<file path="config.mk">
export PLATFORM = sky130hd
export DESIGN_NAME = udt_timer
export DESIGN_NICKNAME = d
export VERILOG_FILES = /design/src/pkg/udt_pkg.sv /design/src/verilog/udt_timer.sv
export SDC_FILE = /design/constraint.sdc
export NUM_CORES = 1
export LEC_CHECK = 0
export ABC_AREA = 1
export BUFFER_PORTS_ARGS = -buffer_cell sky130_fd_sc_hd__clkbuf_2
export CORE_MARGIN = 10
export CORE_UTILIZATION = 51
export CTS_CLUSTER_SIZE = 8
export DETAILED_ROUTE_END_ITERATION = 10
export MAX_ROUTING_LAYER = met4
export PLACE_DENSITY = 0.77
export SLEW_MARGIN = 10
export SYNTH_ARGS = -nofsm -noshare
export SYNTH_HDL_FRONTEND = slang
export SYNTH_SLANG_ARGS = --single-unit
</file>
<file path="constraint.sdc">
create_clock -name i_clock -period 1.64 [get_ports i_clock]
set_input_delay 0.328 -clock i_clock [delete_from_list [all_inputs] [get_ports i_clock]]
set_output_delay 0.328 -clock i_clock [all_outputs]
set_load 0.02 [all_outputs]
</file>
<file path="src/pkg/udt_pkg.sv">
// udt_pkg: constants and carrier types for the up/down reload timer.
// assumes a single 50 MHz peripheral clock and synchronous reset.
package udt_pkg;
   // -----------------------------------------------------------------
   // timing
   // -----------------------------------------------------------------
   localparam int UDT_CLK_MHZ = 50;
   localparam logic [3:0] UDT_TIMER_DIV = 4'hC;
   localparam logic [3:0] UDT_DIV_LAST = 4'hB;
   // -----------------------------------------------------------------
   // values
   // -----------------------------------------------------------------
   localparam logic [15:0] UDT_COUNT_MAX = 16'hFFFF;
   localparam logic [7:0] UDT_BYTE_RST = 8'h00;
   localparam logic [7:0] UDT_BYTE_MAX = 8'hFF;
   // control byte field positions
   localparam int UDT_B_OVF = 7;
   localparam int UDT_B_EXT = 6;
   localparam int UDT_B_RCLK = 5;
   localparam int UDT_B_TX_CLOCK_FROM_TIMER = 4;
   localparam int UDT_B_EXEN = 3;
   localparam int UDT_B_RUN = 2;
   localparam int UDT_B_SRC = 1;
   localparam int UDT_B_CAP = 0;

   typedef struct packed {
      logic rx_clock_from_timer;
      logic tx_clock_from_timer;
      logic ext_trigger_enable;
      logic run_control;
      logic count_source_select;
      logic capture_reload_select;
      logic clockout_enable;
      logic updown_enable;
   } udt_cfg_t;

   typedef struct packed {
      logic wr_low;
      logic wr_high;
      logic wr_rld_low;
      logic wr_rld_high;
      logic clr_overflow;
      logic clr_external;
      logic [7:0] data;
   } udt_wr_t;

   typedef enum logic [1:0] {
      UDT_MODE_CAPTURE,
      UDT_MODE_RELOAD,
      UDT_MODE_BAUD
   } udt_mode_t;
endpackage

</file>
<file path="src/verilog/udt_timer.sv">
// udt_timer: 16-bit timer with capture, reload, up/down, baud, clock-out.
// assumes control bits and byte writes come from same-clock logic; the
// count pin and trigger pin are asynchronous and are synchronised here.
`timescale 1ns/10ps
`default_nettype none

// Contract
// - count is low byte cascaded into high byte
// - source: clock divided by 12, or pin edges
// - low byte advances only while run set
// - capture, reload, baud modes from select bits
// - up/down enable lets trigger pin pick direction
// - up: overflow sets flag, loads reload pair
// - down: equal reload underflows, loads FFFFh
// - up/down toggles external flag, no interrupt
// - clock-out counts at half clock, square wave
// - clock-out overflow reloads, no interrupt
// - output frequency clock over 4*(65536-reload)
// - clock-out drives count pin as output
// - baud and clock-out share reload pair
// - overflow flag only without serial clocks, sticky
// - capture on trigger fall sets external flag
// - serial clocks force auto-reload
// - plain reload also on trigger fall
module udt_timer (
   input wire logic i_clock,
   input wire logic i_rst,
   input wire udt_pkg::udt_cfg_t i_cfg,
   input wire udt_pkg::udt_wr_t i_wr,
   input wire logic i_count_pin,
   input wire logic i_ext_trigger_pin,
   output logic o_count_pin,
   output logic o_count_pin_oe,
   output logic [7:0] o_count_low_byte,
   output logic [7:0] o_count_high_byte,
   output logic [7:0] o_reload_low_byte,
   output logic [7:0] o_reload_high_byte,
   output logic o_overflow_flag,
   output logic o_external_flag,
   output logic o_irq,
   output logic o_baud_tick
);
   import udt_pkg::*;

   // ----------------------------------------------------------------
   // state
   // ----------------------------------------------------------------
   logic [15:0] count_r, count_nxt;
   logic [15:0] reload_r, reload_nxt;
   logic ovf_r, ovf_nxt;
   logic ext_r, ext_nxt;
   logic [3:0] div_r, div_nxt;
   logic half_r, half_nxt;
   logic clk_out_r, clk_out_nxt;
   logic baud_r, baud_nxt;
   logic pin_s1_r, pin_s2_r, pin_s3_r;
   logic trg_s1_r, trg_s2_r, trg_s3_r;
   udt_mode_t mode;

   function automatic udt_mode_t sel_mode(input udt_cfg_t c);
      if (c.rx_clock_from_timer || c.tx_clock_from_timer) begin
         sel_mode = UDT_MODE_BAUD;
      end else if (c.capture_reload_select) begin
         sel_mode = UDT_MODE_CAPTURE;
      end else begin
         sel_mode = UDT_MODE_RELOAD;
      end
   endfunction

   // ----------------------------------------------------------------
   // pin synchronisers
   // ----------------------------------------------------------------
   // third stage only feeds edge detection, never the first stage
   always_ff @(posedge i_clock) begin
      if (i_rst) begin
         pin_s1_r <= 1'b1;
         pin_s2_r <= 1'b1;
         pin_s3_r <= 1'b1;
         trg_s1_r <= 1'b1;
         trg_s2_r <= 1'b1;
         trg_s3_r <= 1'b1;
      end else begin
         pin_s1_r <= i_count_pin;
         pin_s2_r <= pin_s1_r;
         pin_s3_r <= pin_s2_r;
         trg_s1_r <= i_ext_trigger_pin;
         trg_s2_r <= trg_s1_r;
         trg_s3_r <= trg_s2_r;
      end
   end

   // ----------------------------------------------------------------
   // counter logic
   // ----------------------------------------------------------------
   always_comb begin
      logic tick;
      logic trg_fall;
      logic up;
      logic wrap;
      logic dn_hit;
      logic ev;
      logic ovf_set;
      logic ext_hit;
      tick = 1'b0;
      ovf_set = 1'b0;
      ext_hit = 1'b0;
      trg_fall = trg_s3_r & ~trg_s2_r;
      up = 1'b1;
      wrap = 1'b0;
      dn_hit = 1'b0;
      ev = 1'b0;
      mode = sel_mode(i_cfg);
      count_nxt = count_r;
      reload_nxt = reload_r;
      ovf_nxt = ovf_r;
      ext_nxt = ext_r;
      div_nxt = div_r;
      half_nxt = half_r;
      clk_out_nxt = clk_out_r;
      baud_nxt = 1'b0;
      // clock-out uses a two-cycle prescale instead of divide by 12
      if (i_cfg.clockout_enable && !i_cfg.count_source_select) begin
         half_nxt = ~half_r;
         tick = half_r;
      end else if (i_cfg.count_source_select) begin
         tick = pin_s3_r & ~pin_s2_r;
      end else begin
         div_nxt = (div_r == UDT_DIV_LAST) ? 4'h0 : div_r + 4'h1;
         tick = (div_r == UDT_DIV_LAST);
      end
      if (!i_cfg.run_control) begin
         tick = 1'b0;
      end
      if (i_cfg.updown_enable && mode == UDT_MODE_RELOAD) begin
         up = trg_s2_r;
      end
      if (tick) begin
         if (up) begin
            wrap = (count_r == UDT_COUNT_MAX);
            // low byte carries into high byte
            count_nxt = count_r + 16'h0001;
            if (wrap) begin
               count_nxt = reload_r;
            end
         end else begin
            dn_hit = (count_r == reload_r);
            count_nxt = dn_hit ? UDT_COUNT_MAX : count_r - 16'h0001;
         end
         ev = wrap | dn_hit;
      end
      if (ev) begin
         if (mode != UDT_MODE_BAUD && !i_cfg.clockout_enable) begin
            ovf_nxt = 1'b1;
            ovf_set = 1'b1;
         end
         if (mode == UDT_MODE_BAUD) begin
            baud_nxt = 1'b1;
         end
         if (i_cfg.clockout_enable) begin
            clk_out_nxt = ~clk_out_r;
         end
         if (i_cfg.updown_enable && mode == UDT_MODE_RELOAD) begin
            ext_nxt = ~ext_r;
            ext_hit = 1'b1;
         end
      end
      if (trg_fall && i_cfg.ext_trigger_enable) begin
         if (mode == UDT_MODE_CAPTURE) begin
            reload_nxt = count_r;
            ext_nxt = 1'b1;
            ext_hit = 1'b1;
         end else if (mode == UDT_MODE_RELOAD && !i_cfg.updown_enable) begin
            count_nxt = reload_r;
            ext_nxt = 1'b1;
            ext_hit = 1'b1;
         end
      end
      // software writes; a hardware set in the same cycle beats a clear
      if (i_wr.clr_overflow && !ovf_set) begin
         ovf_nxt = 1'b0;
      end
      if (i_wr.clr_external && !ext_hit) begin
         ext_nxt = 1'b0;
      end
      if (i_wr.wr_low) begin
         count_nxt[7:0] = i_wr.data;
      end
      if (i_wr.wr_high) begin
         count_nxt[15:8] = i_wr.data;
      end
      if (i_wr.wr_rld_low) begin
         reload_nxt[7:0] = i_wr.data;
      end
      if (i_wr.wr_rld_high) begin
         reload_nxt[15:8] = i_wr.data;
      end
   end

   always_ff @(posedge i_clock) begin
      if (i_rst) begin
         count_r <= 16'h0000;
         reload_r <= 16'h0000;
         ovf_r <= 1'b0;
         ext_r <= 1'b0;
         div_r <= 4'h0;
         half_r <= 1'b0;
         clk_out_r <= 1'b1;
         baud_r <= 1'b0;
      end else begin
         count_r <= count_nxt;
         reload_r <= reload_nxt;
         ovf_r <= ovf_nxt;
         ext_r <= ext_nxt;
         div_r <= div_nxt;
         half_r <= half_nxt;
         clk_out_r <= clk_out_nxt;
         baud_r <= baud_nxt;
      end
   end

   // ----------------------------------------------------------------
   // outputs
   // ----------------------------------------------------------------
   // interrupt from external flag is masked in up/down mode
   logic irq_r;
   logic oe_r;
   always_ff @(posedge i_clock) begin
      if (i_rst) begin
         irq_r <= 1'b0;
         oe_r <= 1'b0;
      end else begin
         irq_r <= ovf_nxt | (ext_nxt & ~i_cfg.updown_enable);
         oe_r <= i_cfg.clockout_enable & ~i_cfg.count_source_select;
      end
   end

   assign o_count_pin = clk_out_r;
   assign o_count_pin_oe = oe_r;
   assign o_count_low_byte = count_r[7:0];
   assign o_count_high_byte = count_r[15:8];
   assign o_reload_low_byte = reload_r[7:0];
   assign o_reload_high_byte = reload_r[15:8];
   assign o_overflow_flag = ovf_r;
   assign o_external_flag = ext_r;
   assign o_irq = irq_r;
   assign o_baud_tick = baud_r;
endmodule

`default_nettype wire

</file>
==> results of run 1 <==
cells by family after synthesis:
kind of cell | Yosys count
DFF | 49
AOI/OAI and AO/OA | 122
adders and majority gates | 3
buffers and inverters | 101
xor gates and xnor gates | 8
and+or+nand+nor | 307
through the flow:
stage	instance area (sq um)	TNS, ns	power [mW]	hold slack [ns]	setup slack, ns
2_1_floorplan	3616	-0.001294	1.897	0.3895	-0.001294
5_1_grt	5604	-3.186	3.629	0.1974	-0.2371
6_report	5604	-1.808	3.505	0.1896	-0.2021
3_5_place_dp	4798	-6.005	2.376	0.3978	-0.3138
3_3_place_gp	4798	-3.469	2.347	0.3993	-0.1777
4_1_cts	5265	-0.6861	3.350	0.1931	-0.09501
routing by layer:
layer / GRT usage, % / up-vias / wire [um]
met5: - / - / 0
li1: - / 2302 / -
met4: 12.33 / 0 / 718
met2: 43.69 / 382 / 7538
met3: 4.337 / 81 / 1653
met1: 34.14 / 2351 / 6306
power groups by stage:
stage               sequential (mW)  combinational [mW]  clock [mW]
detailed placement             1.37                1.01           0
CTS                            1.35                1.09       0.910
global placement               1.37               0.981           0
global route                   1.36                1.30       0.963
floorplan                      1.42               0.475           0
finish                         1.35                1.23       0.921
what timing repair did:
item | in CTS | in global routing
endpoints found under the hold margin | 0 | 0
gates cloned | 1 | 0
setup endpoints to repair | 37 | 29
buffers inserted | 4 | 18
pin swaps | 32 | 38
gates resized for setup | 96 | 73
area by class of cell:
class,instances,area share [%]
Clock buffer,6,1.295
Clock inverter,2,0.6921
Inverter,73,5.157
Multi-Input combinational cell,440,45.70
Sequential cell,49,18.84
Tap cell,96,2.143
Timing Repair Buffer,203,26.17
placed cells by master (no fill, tap or decap), drive strengths merged:
master	netlist	final
nor3	7	7
a21oi	40	40
clkinv	0	1
nand3b	2	2
a211oi	33	33
or2	4	4
nor2	65	65
nand4	8	8
a31oi	2	2
a21o	1	1
nor4	1	1
bufinv	0	1
ha	3	3
buf	17	140
xnor2	1	1
dfxtp	49	49
o211ai	1	1
o2111ai	1	1
nand2	168	168
nand3	52	52
o21ai	43	43
xor2	7	7
clkbuf	11	69
inv	73	73
o31ai	1	1
path summary, 6_finish.rpt:
| path | startpoint | endpoint | slack [ns] | cells past startpoint |
|---|---|---|---|---|
| worst min-delay path | i_count_pin | pin_s1_r$_SDFF_PP1_ | 0.19 | 2 |
| worst min register to register | pin_s1_r$_SDFF_PP1_ | pin_s2_r$_SDFF_PP1_ | 0.42 | 1 |
| worst max register to register | reload_r[9]$_SDFFE_PP0P_ | count_r[11]$_SDFF_PP0_ | -0.20 | 13 |
| worst max-delay path | reload_r[9]$_SDFFE_PP0P_ | count_r[11]$_SDFF_PP0_ | -0.20 | 13 |
synthesized netlist by cell type, drive strengths merged:
cell | count | area (sq um)
clkbuf | 11 | 41.29
nand3b | 2 | 15.01
o21ai | 43 | 215.2
a211oi | 33 | 247.7
dfxtp | 49 | 980.9
a21o | 1 | 7.510
a21oi | 40 | 204.0
xor2 | 7 | 61.31
or2 | 4 | 25.02
nor4 | 1 | 6.260
a31oi | 2 | 12.51
nand2 | 168 | 660.6
ha | 3 | 37.54
xnor2 | 1 | 8.760
buf | 17 | 100.1
nand3 | 52 | 285.3
nor3 | 7 | 56.31
o211ai | 1 | 7.510
nand4 | 8 | 50.05
inv | 73 | 274.0
nor2 | 65 | 271.5
o31ai | 1 | 7.510
o2111ai | 1 | 8.760
==> flow_metrics.tcl, run 1 <==
set metrics [dict create \
    syn-cell-area_sq_um 3585 \
    drive_above_1_share_pct 46.70 \
    path_buf_inv 2 \
    area_delta_synth_final_pct 56.33 \
    final_util_pct 82.49 \
    diodes 0 \
    cts_hold_buf 0 \
    critPathMaxStageDelay_ns 0.38 \
    power_frac_comb_pct 35.1 \
    drt_iter0_markers 694 \
    synth-compound-area-share_pct 19.83 \
    synth_top_family_by_area "simple AND/OR/NAND/NOR gates" \
    clk_pin_slew_ns 0.10 \
    fin_cells 869 \
    wirelength_mm 16.22 \
    ys_types 35 \
    vias_per_cell 5.887 \
    synth-seq-area-share_pct 27.36 \
    grt_max_degree 25 \
    port_buffers 63 \
    avgSynthCellArea_sq_um 6.076 \
    drv_slew 0 \
    synth_seq_cells 49 \
    hold_viol 0 \
    period_minus_slack_ns 1.842 \
    die_w_um 103.8 \
    io_pins 64 \
    numCtsBuffers 5 \
    clk_latency_ns 0.32 \
    place_inst 838 \
    gr-total-overflow 0 \
    grt_pass1_vias 4835 \
    muxShareOfSynthArea_pct 0 \
    fp.dieArea_sq_um 10780 \
    outcome "complete, but fails checks" \
    antenna_found_initial 0 \
    crit_arrival_ns 2.09 \
    drtAntennaViolNets 0 \
    crit_path_end_kind "register" \
    clock_skew_ns 0.01505 \
    start_util_pct 52.76 \
    max_slew_margin_pct 67.95 \
    crit_path_max_fanout 5 \
    layout_setup_ws_ns -0.2021 \
    setup_viol 19 \
    power_frac_clock_pct 26.3 \
    synthCells 590 \
    synthXorXnorAreaFrac_pct 1.955 \
    post_drt_wl_per_cell_um 18.66 \
    yosys.area_share.simple_pct 38.22 \
    worst_pin_slew_ns 0.4803 \
    regArea_sq_um 1056 \
    path_cells "inv_1 > nand2_1 > nand2_1 > nor2_1 > nand2_2 > nor2_4 > nand2_4 > buf_6 > nand4_1 > nand3_1 > nand2_1 > nand2_1 > a21oi_1" \
    hold_class "in2reg" \
    core_area_sq_um 6794 \
    multiInputGateArea_sq_um 2561 \
    cts_root_buffer "clkbuf_8" \
    reg_top3 "count_r x16, reload_r x16, div_r x4" \
    max-cap-violations 0 \
    clock_path_buffers 2 \
    cts_tree "done" \
    layout_worst_path_cycle_share_pct 112.3 \
    crit_slowest_cell "dfxtp_2" \
    rsz0062_at_grt "true" \
    yosys.area_share.adder_pct 1.047 \
    fmax_mhz 542.9 \
    crit_path_frequent_cell "nand2_1" \
    vdd_ir_drop_max_mv 0.4630 \
    h-tree-depth 2 \
    seq_power_share_pct 38.7 \
    n_fill_cell 427 \
    internal-power_mw 2.233 \
    leakagePower_nw 2.709 \
    critical_path_class "reg2reg" \
    yosysWarnings 0 \
    route.detailed.drc 0 \
    syn_nets 619 \
    required_ns 1.89 \
    firstDrtPassIters 6 \
    grt_usage_pct 27.69 \
    swShare_pct 36.28 \
    grt_pass1_wl_mm 24.13 \
    switchingPower_mw 1.272 \
    crit_family "simple AND/OR/NAND/NOR gates" \
    rows 30 \
    place.gp.congestion 1.008 \
    cp-start-kind "register" \
    finalNetCount 801 \
    p_per_area_nw_per_um2 625.5 \
    violations "negative setup slack" \
    vias 5116 \
    fp.dieH_um 103.8 \
    dp_hpwl_mm 11.08 \
    cts.sinks 49 \
]
No activity file was read; power rests on OpenSTA's default activity.
==> run 2, diff against run 1 <==
SETUP_SLACK_MARGIN = 0.2   (was not set)
==> run 2 against run 1 <==
  * The flow still finishes with violations (negative setup slack)
  * Sequential power barely moved
  * Core utilization rose by 3.6 points
  * Clock skew shrank 0.0045 ns
  * Critical endpoint is now count_r[14]$_SDFF_PP0_
==> flow_metrics.tcl, run 2 (same netlist as run 1, synthesis figures left out) <==
set metrics [dict create \
    outcome "complete, but fails checks" \
    violations "negative setup slack" \
    hold_slack_ns 0.1933 \
    power_frac_comb_pct 37.4 \
    dp_hpwl_mm 11.18 \
    final.setup.tns_ns -3.995 \
    vdd_ir_drop_max_mv 0.4877 \
    crit_path_max_fanout 5 \
    place_ws_ns -0.2531 \
    post_drt_wl_per_cell_um 19.88 \
    finalNetCount 793 \
    period_minus_slack_ns 1.974 \
    layout_worst_path_cycle_share_pct 120.4 \
    clk_latency_ns 0.32 \
    fin_cells 861 \
    final_common_cell "nand2_1" \
    swShare_pct 37.75 \
    route.detailed.drc 0 \
    antenna_found_initial 0 \
    clk_pin_slew_ns 0.10 \
    grt_max_degree 17 \
    critical_path_class "reg2reg" \
    layout_setup_ws_ns -0.3341 \
    h-tree-depth 2 \
    rows 30 \
    stdcell_area_sq_um 5851 \
    vias 5261 \
    switchingPower_mw 1.345 \
    hold_viol 0 \
    most-common-layout-cells "nand2_1, buf_4, clkbuf_2" \
    core_area_sq_um 6794 \
    n_fill_cell 384 \
    place_area_sq_um 4861 \
    grt_usage_pct 28.05 \
    place.gp.congestion 1.090 \
    diodes 0 \
    vias_per_cell 6.110 \
    fp.dieH_um 103.8 \
    max-cap-violations 0 \
    max_slew_margin_pct 69.06 \
    crit_path_end_kind "register" \
    firstDrtPassIters 7 \
    internal-power_mw 2.217 \
    place_inst 820 \
    io_pins 64 \
    numCtsBuffers 5 \
    p_per_area_nw_per_um2 608.8 \
    area_delta_synth_final_pct 63.21 \
    power_frac_clock_pct 24.4 \
    cts.sinks 49 \
    hold_class "in2reg" \
    leakagePower_nw 2.733 \
    fp.dieArea_sq_um 10780 \
    setup_viol 21 \
    fmax_mhz 506.5 \
    required_ns 1.87 \
    die_w_um 103.8 \
    port_buffers 63 \
    grt_pass1_wl_mm 24.70 \
    drtAntennaViolNets 0 \
    cts_root_buffer "clkbuf_8" \
    wirelength_mm 17.12 \
    drt_iter0_markers 707 \
    worst_pin_slew_ns 0.4592 \
    seq_power_share_pct 38.2 \
    clock_path_buffers 2 \
    power.total_mw 3.562 \
    gr-total-overflow 0 \
    start_util_pct 52.76 \
    cp-start-kind "register" \
    final_util_pct 86.11 \
    drv_slew 0 \
    crit_arrival_ns 2.21 \
    cts_tree "done" \
    clock_skew_ns 0.01053 \
    rsz0062_at_grt "true" \
    drive_above_1_share_pct 51.11 \
    reg_top3 "count_r x16, reload_r x16, div_r x4" \
    grt_pass1_vias 4906 \
]
## run 2: cell types whose count changed in the layout (fill, tap and decap cells not counted), sizes merged
cell	change
inv	-1
clkinv	+1
clkbuf	-1
buf	-7
nand2	+1
bufinv	-1
## run 2: path summary, 6_finish.rpt
check / startpoint / endpoint / slack [ns] / depth (start not counted)
worst max register to register: div_r[2]$_SDFFE_PP0P_ / count_r[14]$_SDFF_PP0_ / -0.33 / 15
worst max-delay path: div_r[2]$_SDFFE_PP0P_ / count_r[14]$_SDFF_PP0_ / -0.33 / 15
worst min register to register: pin_s1_r$_SDFF_PP1_ / pin_s2_r$_SDFF_PP1_ / 0.44 / 1
worst min-delay path: i_ext_trigger_pin / trg_s1_r$_SDFF_PP1_ / 0.19 / 2
## run 2: area by class of cell
cell class	instances	area (sq um)	share of cell area, %
Clock buffer	7	97.59	1.668
Clock inverter	1	8.758	0.1497
Inverter	73	306.5	5.240
Multi-Input combinational cell	441	2820	48.20
Sequential cell	49	1061	18.14
Tap cell	96	120.1	2.053
Timing Repair Buffer	194	1436	24.55
## run 2: power by group through the flow
| stage | Sequential (mW) | Combinational (mW) | Clock, mW |
|---|---|---|---|
| final | 1.36 | 1.33 | 0.868 |
| after CTS | 1.35 | 1.14 | 0.855 |
| after global placement | 1.37 | 0.984 | 0 |
| after floorplan | 1.43 | 0.520 | 0 |
| after global routing | 1.37 | 1.41 | 0.908 |
| after detailed placement | 1.38 | 1.00 | 0 |
## run 2: per-layer routing
metal / vias up / GRT usage (%) / part of all wire, %
li1: 2283 / - / -
met1: 2435 / 33.71 / 37
met2: 419 / 44.55 / 46
met3: 124 / 4.833 / 10
met4: 0 / 13.52 / 6.5
met5: - / - / 0
## run 2: timing repair
item | CTS | global route
buffers inserted | 23 | 8
resized for setup | 99 | 83
endpoints found under the setup margin | 37 | 40
hold buffers | 0 | 0
cloned | 1 | 1
hold endpoints to repair | 0 | 0
pin swaps | 31 | 38
## run 2: worst max-delay path, cell delays in order, from the launching register on
cell and delay [ns]:
dfxtp_1 0.36, inv_1 0.15, nand3_2 0.11, nand2_2 0.09, inv_2 0.05, nor2_4 0.15
buf_6 0.15, inv_8 0.04, nor2_4 0.13, buf_6 0.13, nand2_2 0.04, o21ai_1 0.09
nand2_1 0.07, nand3_1 0.06, nand2_1 0.07, a21oi_1 0.19
